==> config.mk <==
export PLATFORM = sky130hd
export DESIGN_NAME = int_entry_nesting
export DESIGN_NICKNAME = d
export VERILOG_FILES = /design/src/int_entry_pkg.sv /design/src/int_entry_nesting.sv
export VERILOG_INCLUDE_DIRS = /design/src /design/src/src
export SDC_FILE = /design/constraint.sdc
export NUM_CORES = 1
export LEC_CHECK = 0
export BUFFER_PORTS_ARGS = -buffer_cell sky130_fd_sc_hd__buf_2
export CAP_MARGIN = 20
export CORE_MARGIN = 3
export CORE_UTILIZATION = 30
export DETAILED_ROUTE_END_ITERATION = 7
export GPL_ROUTABILITY_DRIVEN = 1
export GPL_TIMING_DRIVEN = 0
export SETUP_SLACK_MARGIN = 0.05
export SLEW_MARGIN = 0
export SYNTH_ARGS = -nofsm -noshare
export SYNTH_HDL_FRONTEND = slang
export SYNTH_SLANG_ARGS = --single-unit
==> constraint.sdc <==
create_clock -name pclk -period 4.5 [get_ports pclk]
set_input_delay 0.225 -clock pclk [delete_from_list [all_inputs] [get_ports pclk]]
set_output_delay 0.225 -clock pclk [all_outputs]
set_load 0.005 [all_outputs]
==> src/int_entry_consts.svh <==
// Constants for the interrupt entry and nesting block.
// Assumes inclusion by bare name from the design file and the bench.
`ifndef INT_ENTRY_CONSTS_SVH
`define INT_ENTRY_CONSTS_SVH

// ----------------------------------------------------------------
// Interrupt levels and vectors
// ----------------------------------------------------------------
`define LEVELS        6
`define LVL_W         3
`define LVL_VEC_STEP  2
`define NMI_VEC       16'h0024

// ----------------------------------------------------------------
// Synchronisation delays and stack
// ----------------------------------------------------------------
`define PI_SYNC_DLY   4
`define EM_SYNC_DLY   1
`define STACK_DEPTH   8
`define CNT_W         4

// ----------------------------------------------------------------
// Register offsets
// ----------------------------------------------------------------
`define OFS_LEVEL_MASK 8'h00
`define OFS_PENDING    8'h04
`define OFS_VECTOR     8'h08
`define OFS_SYS_STATUS 8'h0C
`define OFS_IRQ_STATUS 8'h10
`define OFS_IRQ_MASK   8'h14

// ----------------------------------------------------------------
// Field positions and reset values
// ----------------------------------------------------------------
`define SS_VPEND_BIT   0
`define SS_GLOBAL_INT_MASK_BIT    1
`define SS_NMI_BIT     2
`define SS_CNT_LSB     4
`define EV_W           4
`define EV_MASK_ENTRY  0
`define EV_NMI_ENTRY   1
`define EV_OVERFLOW    2
`define EV_UNDERFLOW   3
`define GLOBAL_INT_MASK_RESET     1'b1

`endif

==> src/int_entry_pkg.sv <==
// Types shared by the interrupt entry block and its bench.
// Assumes nothing of its surroundings.
package int_entry_pkg;

  // ----------------------------------------------------------------
  // Kind of the instruction retiring in the current cycle
  // ----------------------------------------------------------------
  typedef enum logic [2:0] {
    plain_instr             = 3'h0,
    clear_control_bit_instr = 3'h1,
    set_mask_instr          = 3'h2,
    return_instr            = 3'h3,
    call_instr              = 3'h4,
    push_data_instr         = 3'h5,
    pop_data_instr          = 3'h6
  } instr_kind_t;

endpackage

==> src/int_entry_nesting.sv <==
// CPU interrupt entry, vector register and return-address stack.
// Assumes the core reports each retired instruction on pclk and an APB master.
`timescale 1ns/1ps
`include "int_entry_consts.svh"

module int_entry_nesting #(
  parameter int VW    = 8,
  parameter int AW    = 16,
  parameter int DEPTH = `STACK_DEPTH
) (
  input  wire logic                       pclk,
  input  wire logic                       presetn,
  input  wire logic                       psel,
  input  wire logic                       penable,
  input  wire logic                       pwrite,
  input  wire logic [7:0]                 paddr,
  input  wire logic [31:0]                pwdata,
  output logic      [31:0]                prdata,
  output logic                            pready,
  output logic                            pslverr,
  input  wire logic [`LEVELS-1:0]         pi_req,
  input  wire logic [VW-1:0]              pi_vec,
  input  wire logic [`LEVELS-1:0]         em_req,
  input  wire logic [VW-1:0]              em_vec,
  input  wire logic                       nmi_req,
  input  wire logic                       instr_done,
  input  int_entry_pkg::instr_kind_t      instr_kind,
  input  wire logic [AW-1:0]              pc_next,
  input  wire logic [AW-1:0]              push_word,
  input  wire logic                       debug_active,
  output logic                            take_int,
  output logic      [AW-1:0]              vector_addr,
  output logic                            global_int_mask,
  output logic      [AW-1:0]              stack_top,
  output logic      [AW-1:0]              pop_word,
  output logic      [`CNT_W-1:0]          stack_level,
  output logic                            irq
);

  // ----------------------------------------------------------------
  // Request synchronisers and arrival delays
  // ----------------------------------------------------------------
  localparam int PW = VW + `LEVELS;
  logic [PW:0]  s1;
  logic [PW:0]  s2;
  logic [PW-1:0] s1e;
  logic [PW-1:0] s2e;
  logic [PW-1:0] pi_dl [`PI_SYNC_DLY];
  logic [PW-1:0] em_dl [`EM_SYNC_DLY];
  logic [`LEVELS-1:0] pi_q;
  logic [`LEVELS-1:0] em_q;
  logic         nmi_q;

  always_ff @(posedge pclk or negedge presetn) begin
    if (!presetn) begin
      s1   <= '0;
      s2   <= '0;
      s1e  <= '0;
      s2e  <= '0;
      pi_q <= '0;
      em_q <= '0;
      nmi_q <= 1'b0;
      for (int i = 0; i < `PI_SYNC_DLY; i++) pi_dl[i] <= '0;
      for (int i = 0; i < `EM_SYNC_DLY; i++) em_dl[i] <= '0;
    end else begin
      s1   <= {nmi_req, pi_vec, pi_req};
      s2   <= s1;
      s1e  <= {em_vec, em_req};
      s2e  <= s1e;
      pi_dl[0] <= s2[PW-1:0];
      for (int i = 1; i < `PI_SYNC_DLY; i++) pi_dl[i] <= pi_dl[i-1];
      em_dl[0] <= s2e;
      for (int i = 1; i < `EM_SYNC_DLY; i++) em_dl[i] <= em_dl[i-1];
      pi_q  <= pi_dl[`PI_SYNC_DLY-1][`LEVELS-1:0];
      em_q  <= em_dl[`EM_SYNC_DLY-1][`LEVELS-1:0];
      nmi_q <= s2[PW];
    end
  end

  logic [`LEVELS-1:0] pi_out;
  logic [`LEVELS-1:0] em_out;
  logic [`LEVELS-1:0] pi_rise;
  logic [`LEVELS-1:0] em_rise;
  logic               nmi_rise;
  assign pi_out   = pi_dl[`PI_SYNC_DLY-1][`LEVELS-1:0];
  assign em_out   = em_dl[`EM_SYNC_DLY-1][`LEVELS-1:0];
  assign pi_rise  = pi_out & ~pi_q;
  assign em_rise  = em_out & ~em_q;
  assign nmi_rise = s2[PW] & ~nmi_q;

  // ----------------------------------------------------------------
  // Entry decision
  // ----------------------------------------------------------------
  function automatic logic [`LVL_W-1:0] pick(input logic [`LEVELS-1:0] v);
    pick = '0;
    for (int i = `LEVELS - 1; i >= 0; i--) begin
      if (v[i]) pick = `LVL_W'(i);
    end
  endfunction

  function automatic logic [AW-1:0] slot_of(input logic [`LVL_W-1:0] l);
    slot_of = AW'((32'(l) + 1) * `LVL_VEC_STEP);
  endfunction

  logic [`LEVELS-1:0] pend;
  logic [`LEVELS-1:0] level_mask;
  logic               nmi_pend;
  logic [VW-1:0]      vec_held [`LEVELS];
  logic [VW-1:0]      vreg;
  logic               vpend;
  logic [`LEVELS-1:0] avail;
  logic               boundary;
  logic               take_nmi;
  logic               take_mask;
  logic [`LVL_W-1:0]  lvl;
  logic [VW-1:0]      sel_vec;

  assign avail    = pend & level_mask;
  assign boundary = instr_done && (instr_kind == int_entry_pkg::plain_instr ||
                    instr_kind == int_entry_pkg::set_mask_instr);
  assign take_nmi  = boundary && nmi_pend;
  assign take_mask = boundary && !take_nmi && !global_int_mask && (|avail);
  assign lvl       = pick(avail);
  assign sel_vec   = vec_held[lvl];

  // ----------------------------------------------------------------
  // APB decode
  // ----------------------------------------------------------------
  logic acc;
  logic rd_vec;
  logic rd_ists;
  logic bad;
  assign acc     = psel && penable;
  assign rd_vec  = acc && !pwrite && paddr == `OFS_VECTOR;
  assign rd_ists = acc && !pwrite && paddr == `OFS_IRQ_STATUS;
  assign bad     = !(paddr == `OFS_LEVEL_MASK || paddr == `OFS_PENDING ||
                     paddr == `OFS_VECTOR || paddr == `OFS_SYS_STATUS ||
                     paddr == `OFS_IRQ_STATUS || paddr == `OFS_IRQ_MASK);
  assign pready  = 1'b1;
  assign pslverr = acc && bad;

  // ----------------------------------------------------------------
  // Core state next values
  // ----------------------------------------------------------------
  logic [AW-1:0]      stk [DEPTH];
  logic [`CNT_W-1:0]  cnt;
  logic [`EV_W-1:0]   ists;
  logic [`EV_W-1:0]   imask;
  logic [`LEVELS-1:0] next_pend;
  logic               next_nmi_pend;
  logic [VW-1:0]      next_vec_held [`LEVELS];
  logic [VW-1:0]      next_vreg;
  logic               next_vpend;
  logic               next_global_int_mask;
  logic [AW-1:0]      next_vector_addr;
  logic [AW-1:0]      next_stk [DEPTH];
  logic [`CNT_W-1:0]  next_cnt;
  logic [`CNT_W-1:0]  limit;
  logic [AW-1:0]      next_pop_word;
  logic [`EV_W-1:0]   ev;
  logic [`EV_W-1:0]   next_ists;
  logic [`EV_W-1:0]   next_imask;
  logic [`LEVELS-1:0] next_level_mask;
  logic [31:0]        next_prdata;
  logic               do_pop;
  logic               do_push;
  logic [AW-1:0]      push_val;

  always_comb begin
    next_pend     = pend;
    next_nmi_pend = nmi_pend | nmi_rise;
    next_vec_held = vec_held;
    next_vreg     = vreg;
    next_global_int_mask     = global_int_mask;
    next_vector_addr = vector_addr;
    for (int i = 0; i < `LEVELS; i++) begin
      if (pi_rise[i]) next_vec_held[i] = pi_dl[`PI_SYNC_DLY-1][PW-1:`LEVELS];
      else if (em_rise[i]) next_vec_held[i] = em_dl[`EM_SYNC_DLY-1][PW-1:`LEVELS];
    end
    if (take_nmi) begin
      next_nmi_pend    = nmi_rise;
      next_global_int_mask        = 1'b1;
      next_vector_addr = `NMI_VEC;
    end else if (take_mask) begin
      next_pend[lvl]   = 1'b0;
      next_global_int_mask        = 1'b1;
      next_vreg        = sel_vec;
      next_vector_addr = slot_of(lvl);
    end else if (instr_done) begin
      if (instr_kind == int_entry_pkg::clear_control_bit_instr) next_global_int_mask = 1'b0;
      if (instr_kind == int_entry_pkg::set_mask_instr) next_global_int_mask = 1'b1;
    end
    next_pend  = next_pend | pi_rise | em_rise;
    next_vpend = take_mask | (vpend & ~rd_vec);
  end

  always_comb begin
    next_stk      = stk;
    next_cnt      = cnt;
    next_pop_word = pop_word;
    ev            = '0;
    limit         = debug_active ? `CNT_W'(DEPTH - 1) : `CNT_W'(DEPTH);
    do_pop  = instr_done && (instr_kind == int_entry_pkg::return_instr ||
              instr_kind == int_entry_pkg::pop_data_instr);
    do_push = take_nmi || take_mask || (instr_done &&
              (instr_kind == int_entry_pkg::call_instr ||
               instr_kind == int_entry_pkg::push_data_instr));
    push_val = (instr_done && instr_kind == int_entry_pkg::push_data_instr &&
                !take_nmi && !take_mask) ? push_word : pc_next;
    if (do_pop) begin
      next_pop_word = stk[0];
      for (int i = 0; i < DEPTH - 1; i++) next_stk[i] = stk[i+1];
      if (cnt == '0) ev[`EV_UNDERFLOW] = 1'b1;
      else next_cnt = cnt - 1'b1;
    end else if (do_push) begin
      next_stk[0] = push_val;
      for (int i = 1; i < DEPTH; i++) next_stk[i] = stk[i-1];
      if (cnt >= limit) ev[`EV_OVERFLOW] = 1'b1;
      else next_cnt = cnt + 1'b1;
    end
    ev[`EV_MASK_ENTRY] = take_mask;
    ev[`EV_NMI_ENTRY]  = take_nmi;
  end

  always_comb begin
    next_level_mask = level_mask;
    next_imask      = imask;
    next_prdata     = prdata;
    next_ists       = (rd_ists ? '0 : ists) | ev;
    if (acc && pwrite && paddr == `OFS_LEVEL_MASK) next_level_mask = pwdata[`LEVELS-1:0];
    if (acc && pwrite && paddr == `OFS_IRQ_MASK) next_imask = pwdata[`EV_W-1:0];
    if (psel && !penable && !pwrite) begin
      next_prdata = '0;
      case (paddr)
        `OFS_LEVEL_MASK: next_prdata[`LEVELS-1:0] = level_mask;
        `OFS_PENDING:    next_prdata[`LEVELS-1:0] = pend;
        `OFS_VECTOR:     next_prdata[VW-1:0]      = vreg;
        `OFS_SYS_STATUS: begin
          next_prdata[`SS_VPEND_BIT] = vpend;
          next_prdata[`SS_GLOBAL_INT_MASK_BIT]  = global_int_mask;
          next_prdata[`SS_NMI_BIT]   = nmi_pend;
          next_prdata[`SS_CNT_LSB +: `CNT_W] = cnt;
        end
        `OFS_IRQ_STATUS: next_prdata[`EV_W-1:0] = ists;
        `OFS_IRQ_MASK:   next_prdata[`EV_W-1:0] = imask;
        default:         next_prdata = '0;
      endcase
    end
  end

  // ----------------------------------------------------------------
  // Registers
  // ----------------------------------------------------------------
  always_ff @(posedge pclk or negedge presetn) begin
    if (!presetn) begin
      pend            <= '0;
      nmi_pend        <= 1'b0;
      vreg            <= '0;
      vpend           <= 1'b0;
      global_int_mask <= `GLOBAL_INT_MASK_RESET;
      vector_addr     <= '0;
      take_int        <= 1'b0;
      cnt             <= '0;
      pop_word        <= '0;
      ists            <= '0;
      imask           <= '0;
      level_mask      <= '0;
      prdata          <= '0;
      for (int i = 0; i < `LEVELS; i++) vec_held[i] <= '0;
      for (int i = 0; i < DEPTH; i++) stk[i] <= '0;
    end else begin
      pend            <= next_pend;
      nmi_pend        <= next_nmi_pend;
      vreg            <= next_vreg;
      vpend           <= next_vpend;
      global_int_mask <= next_global_int_mask;
      vector_addr     <= next_vector_addr;
      take_int        <= take_nmi | take_mask;
      cnt             <= next_cnt;
      pop_word        <= next_pop_word;
      ists            <= next_ists;
      imask           <= next_imask;
      level_mask      <= next_level_mask;
      prdata          <= next_prdata;
      vec_held        <= next_vec_held;
      stk             <= next_stk;
    end
  end

  assign stack_top   = stk[0];
  assign stack_level = cnt;
  assign irq         = |(ists & imask);
endmodule // int_entry_nesting

# Word level (Yosys, flattened, before mapping)

Index checks and enable logic that the tools add are counted.

Output and inout port bits: 89
Bits of input ports: 111
Word-level logic and storage cells: 187
Bits in registers: 393

Bitwise gates (word level): 21
Multiplexer cells: 51
Reduce and logical (&&, ||, !) cells: 56
Magnitude comparators: 4
Equality and inequality tests: 13
$add $sub $neg: 3

Operator list:

| operator             | count |
|---|---|
| $mux W128            | 1 |
| $mux W112            | 1 |
| $mux W8              | 14 |
| $mux W16             | 3 |
| $and A6 B6 Y6        | 4 |
| $bmux W8 S3          | 1 |
| $mux W4              | 6 |
| $logic_and A1 B1 Y1  | 21 |
| $mux W3              | 6 |
| $not A6 Y6           | 3 |
| $pmux W3 S6          | 1 |
| $eq A8 B4 Y1 const B | 2 |
| $eq A8 B5 Y1 const B | 2 |
| $reduce_bool A2 Y1   | 8 |
| $mux W1              | 12 |
| $mux W6              | 2 |
| $or A6 B6 Y6         | 2 |
| $logic_or A1 B1 Y1   | 10 |
| $eq A3 B3 Y1 const B | 3 |
| $eq A8 B3 Y1 const B | 1 |
| $logic_not A8 Y1     | 1 |
| $pmux W2 S4          | 1 |
| $eq A3 B2 Y1 const B | 2 |
| $logic_not A1 Y1     | 6 |
| 26 further kinds     | 35 |

# Depth between registers and ports, before layout

Word-level depth: 17
Gate-level depth with buffers: 11
Mapped depth without buffers: 9

# Worst setup path before layout

Ideal clock, no wire load.

Kind: input to register
From: input port instr_kind[2]
To: register cnt[3] (netlist: stack_level[3])
Setup time: 0.079 ns
Data required time: 4.421 ns
Path buffers: 2
Stages: 11
Data arrival time: 2.331 ns
Path slack: 2.090 ns
Cells stage by stage: xor2_1 > nand3_1 > inv_1 > clkbuf_1 > buf_1 > ha_1 > a21o_1 > a21oi_1 > xnor2_1 > nor4bb_1 > xor2_1

Elaborated cells on any way between the ends: 24
Those cells by class: eq/ne: 7; mux: 1; reduce/logical: 16

RTL lines:

| what                                                         | RTL line                                           | text |
|---|---|---|
| from (decl)                                                  | int_entry_nesting.sv:27                            | `input int_entry_pkg::instr_kind_t instr_kind,` |
| $eq A3 B2 Y1 or $eq A3 B3 Y1 (tied branches)                 | int_entry_nesting.sv:203, int_entry_nesting.sv:204 |  |
| $logic_or A1 B1 Y1 (*)                                       | int_entry_nesting.sv:203                           | `do_pop = instr_done && (instr_kind == int_entry_pkg::return_instr \|\|` |
| $logic_and A1 B1 Y1 (*)                                      | int_entry_nesting.sv:203                           |  |
| named net do_pop                                             | int_entry_nesting.sv:165                           | `logic do_pop;` |
| $ne A2 B2 Y1 (no line) or $reduce_bool A2 Y1 (tied branches) | -                                                  |  |
| $reduce_and A3 Y1 (no line)                                  | -                                                  |  |
| to (signal assigned)                                         | int_entry_nesting.sv:279                           | `cnt <= next_cnt;` |
| to (decl)                                                    | int_entry_nesting.sv:146                           | `` logic [`CNT_W-1:0] cnt; `` |

Mark *: on every way through the listed nets, which the timed path passes. The rest lies on a longest branch.
A chain may end at the register's enable or synchronous reset.

# Worst setup path in the final report

From: register pend[3]
To: register vector_addr[3]

Longest elaborated chain between the ends: 8
Elaborated cells on any way between the ends: 11
Those cells by class: add/sub: 1; mux: 6; bitwise: 1; reduce/logical: 3

RTL lines:

| what                   | RTL line                 | text |
|---|---|---|
| from (decl)            | int_entry_nesting.sv:105 | `` logic [`LEVELS-1:0] pend; `` |
| from (signal assigned) | int_entry_nesting.sv:272 | `pend <= next_pend;` |
| $and A6 B6 Y6 (*)      | int_entry_nesting.sv:118 | `assign avail = pend & level_mask;` |
| $mux W3 (4 in series)  | int_entry_nesting.sv:97  | `` if (v[i]) pick = `LVL_W'(i); `` |
| $add A3 B1 Y4          | int_entry_nesting.sv:102 | `` slot_of = AW'((32'(l) + 1) * `LVL_VEC_STEP); `` |
| $mux W16               | int_entry_nesting.sv:184 | `end else if (take_mask) begin` |
| $mux W16               | int_entry_nesting.sv:180 | `if (take_nmi) begin` |
| to (signal assigned)   | int_entry_nesting.sv:277 | `vector_addr <= next_vector_addr;` |
| to (decl)              | int_entry_nesting.sv:32  | `output logic [AW-1:0] vector_addr,` |

Every way passes the cells marked *; elsewhere a longest branch is shown, timed or not. The select of a mux whose other input is x is not followed.

==> out/metrics.csv <==
metric,value,unit
result_of_the_run,finished clean,
cts.repair.resized,0,
num-fill-cells,4810,
dp_hpwl,26.1,mm
timing_worst_setup_path_type,flip-flop to flip-flop,
min-delay-path-class,primary input to flip-flop,
gpl.final_weighted_congestion,0.831,
synth-main-ff-cell,sky130_fd_sc_hd__dfrtp_1,
cap_violations,0,
cp.required,4.91,ns
grt_first_pass_wirelength,59.8,mm
post_synth_inst_count,1362,
worst-slew-pin-transition,1.02,ns
drt-vias-per-instance,4.67,
largest_net_degree_at_the_start_of_global_routing,125,
std_cell_rows,81,
final_critical_path_required_period,2.92,ns
syn-cell-area,15100,um2
rr_worst_depth,10,
start_kind,flip-flop,
numClockSinks,382,
die_height,230,um
hold_ws,0.0331,ns
synthesis.yosys.warnings,0,
final-hold-violation-count,0,
placed_cells_incl_taps,2199,
cts_max_path_buffers,3,
first_global_vias,11200,
routed_wire_length_per_instance,15.9,um
yosys.cell_types.count,58,
report.final.setup_viol,0,
pwr_density_cell,490,nW/um2
layout.cells.non_filler,2310,
final-max-slew-violation-count,0,
total_routed_wirelength,36.7,mm
maxClockFrequency,343,MHz
final_global_route_overflow_total,0,
endpoint,vector_addr[3],
syn_to_final_growth,22.7,%
worst_vdd_ir,237,uV
final_nets,1734,
p_leak,8.94,nW
timing.rr.start,pend[3],
detail_route.iter0.violations,751,
ant_nets,0,
clock_tree.htree_level_count,2,
post-route-drc-count,0,
grt_antenna_before_repair,0,
fp.dieArea,53100,um2
vias,10800,
cts.clk_slew.worst_paths,0.06,ns
final_min_period_over_clock_period,64.9,%
syn_area_per_cell,11.1,um2
worstReg2RegEnd,vector_addr[3],
rsz_0062_raised_after_global_routing,no,
clock_tree_from_tritoncts,done,
final_design_area_no_fill,18500,um2
drive_gt1_share,17.3,%
cts-buffers-inserted,41,
path_max_fanout,10,
relSlewSlack,32.0,%
arrival,3.33,ns
synth_edf_count,0,
r2r_setup_slack,1.58,ns
async_flop_share,100,%
synth-seq-cells,382,
cp-end-kind,flip-flop,
place_area,16800,um2
placement.io_buffers,136,
synth-seq-area-share,63.3,%
postCtsSetupBuffers,0,
worstSkewPairLatency,0.55,ns
die_width,230,um
drt_pass1_iterations,5,
groute.usage.overall,13.7,%
floorplan.initialDensity,30.6,%
n_antenna_cell,0,
ioPinCount,200,
fin_skew,0.0125,ns
core-area,49400,um2
crit_start,pend[3],
clk_root_buffer_cell,sky130_fd_sc_hd__clkbuf_16,
-- state kept, by name, indices dropped and copies added, names as in the netlist, 15 cells and up --
register and flops:
pi_dl 56, pop_word 16, s1 15, s2 15, stack_top 16, stk 112, vec_held 48
-- synthesized netlist by cell type, drive strengths merged, types with 3 or more instances --
| cell | instances | area share (%) |
|---|---|---|
| nand2b | 4 | 0.17 |
| a22oi | 102 | 5.1 |
| nor2b | 6 | 0.25 |
| buf | 69 | 3.1 |
| nand2 | 406 | 10 |
| a21oi | 26 | 0.86 |
| nor3 | 3 | 0.099 |
| or3 | 4 | 0.20 |
| clkbuf | 56 | 1.4 |
| a211oi | 26 | 1.3 |
| nor2 | 21 | 0.52 |
| inv | 12 | 0.30 |
| nand3 | 7 | 0.23 |
| nand3b | 3 | 0.15 |
| mux4 | 3 | 0.45 |
| nor3b | 26 | 1.3 |
| ha | 7 | 0.58 |
| nor4 | 11 | 0.46 |
| mux2 | 11 | 0.97 |
| mux2i | 56 | 3.7 |
| a31oi | 5 | 0.21 |
| a221o | 16 | 1.1 |
| dfrtp | 381 | 63 |
| o21ai | 62 | 2.1 |
| xnor2 | 4 | 0.23 |
-- per-layer routing --
layer	track usage, %	share of wire [%]	vias to the layer above
met5	0	0	-
met4	4.11	2.1	0
met3	2.28	4.7	50
met2	21.7	46	266
met1	19.5	47	5370
li1	-	-	5104
-- placed cells by master (no fill, tap or decap), drive strengths merged, types with 16 or more instances in the layout --
| master | count |
|---|---|
| a211oi | 26 |
| a21oi | 26 |
| a221o | 16 |
| a22oi | 102 |
| buf | 208 |
| clkbuf | 119 |
| conb | 36 |
| dfrtp | 381 |
| dlygate4sd3 | 37 |
| mux2i | 56 |
| nand2 | 406 |
| nor2 | 21 |
| nor3b | 26 |
| o21ai | 62 |
-- critical path, stage by stage (launching register included) --
cell and delay [ns]:
sky130_fd_sc_hd__dfrtp_1 0.44, sky130_fd_sc_hd__a22o_1 0.23, sky130_fd_sc_hd__a31oi_1 0.52, sky130_fd_sc_hd__or2_2 0.22, sky130_fd_sc_hd__buf_2 0.21, sky130_fd_sc_hd__buf_1 0.45, sky130_fd_sc_hd__inv_1 0.20, sky130_fd_sc_hd__ha_1 0.24
sky130_fd_sc_hd__xnor2_1 0.12, sky130_fd_sc_hd__nand2_1 0.06, sky130_fd_sc_hd__o21ai_0 0.08
-- worst min-delay path by stage --
stage / start / to / slack, ns / depth (start not counted)
4_1_cts: instr_done / global_int_mask / 0.007 / 2
6_report: instr_done / global_int_mask / 0.03 / 2
3_3_place_gp: s1e[5] / s2e[5] / 0.33 / 0
3_5_place_dp: presetn / s1[11] / 0.06 / 1
2_1_floorplan: presetn / em_dl[0] / -0.07 / 0
5_1_grt: instr_done / global_int_mask / 0.05 / 2
-- where the power goes --
part	internal, W	total (W)	leakage [nW]	switching, W
sequential	0.00405	0.00459	4.74	0.000542
clock	0.00194	0.00329	0.652	0.00135
combinational	0.000554	0.00119	3.55	0.000635
total	0.00654	0.00907	8.94	0.00253
-- per-stage QoR --
step	worst slack, ns	total power, W	util [%]	TNS [ns]
3_3_place_gp	-4.15	0.00576	33.9	-1556.36
6_report	1.58	0.00907	37.5	0
3_5_place_dp	1.29	0.00582	34.1	0
4_1_cts	1.57	0.00917	37.5	0
2_1_floorplan	2.09	0.00521	-	0
5_1_grt	1.29	0.00956	37.5	0
-- cells by family after synthesis --
group / synth area share [%]
and+or+nand+nor: 14.2
DFF: 63.3
AOI/OAI and AO/OA: 11.4
buffers and inverters: 4.84
muxes: 5.13
adders and majority gates: 0.713
xor gates and xnor gates: 0.348
other: 0.0497
-- repair_timing --
| item | 4_1_cts | 5_1_grt |
|---|---|---|
| hold buffers | 37 | 0 |
| endpoints found under the hold margin | 297 | 0 |
| endpoints found under the setup margin | 0 | 0 |
-- layout make-up --
cell class | instances | area [um2] | area share (%)
timing repair buffer | 176 | 1140 | 6.18
buffer | 125 | 686 | 3.70
tap | 664 | 831 | 4.49
inverter | 12 | 45.0 | 0.243
clock buffer | 63 | 1230 | 6.65
sequential | 382 | 9560 | 51.6
multi-input combinational | 877 | 4930 | 26.6
clock inverter | 11 | 86.3 | 0.466
Note: power is estimated with default switching activity, not from simulation.
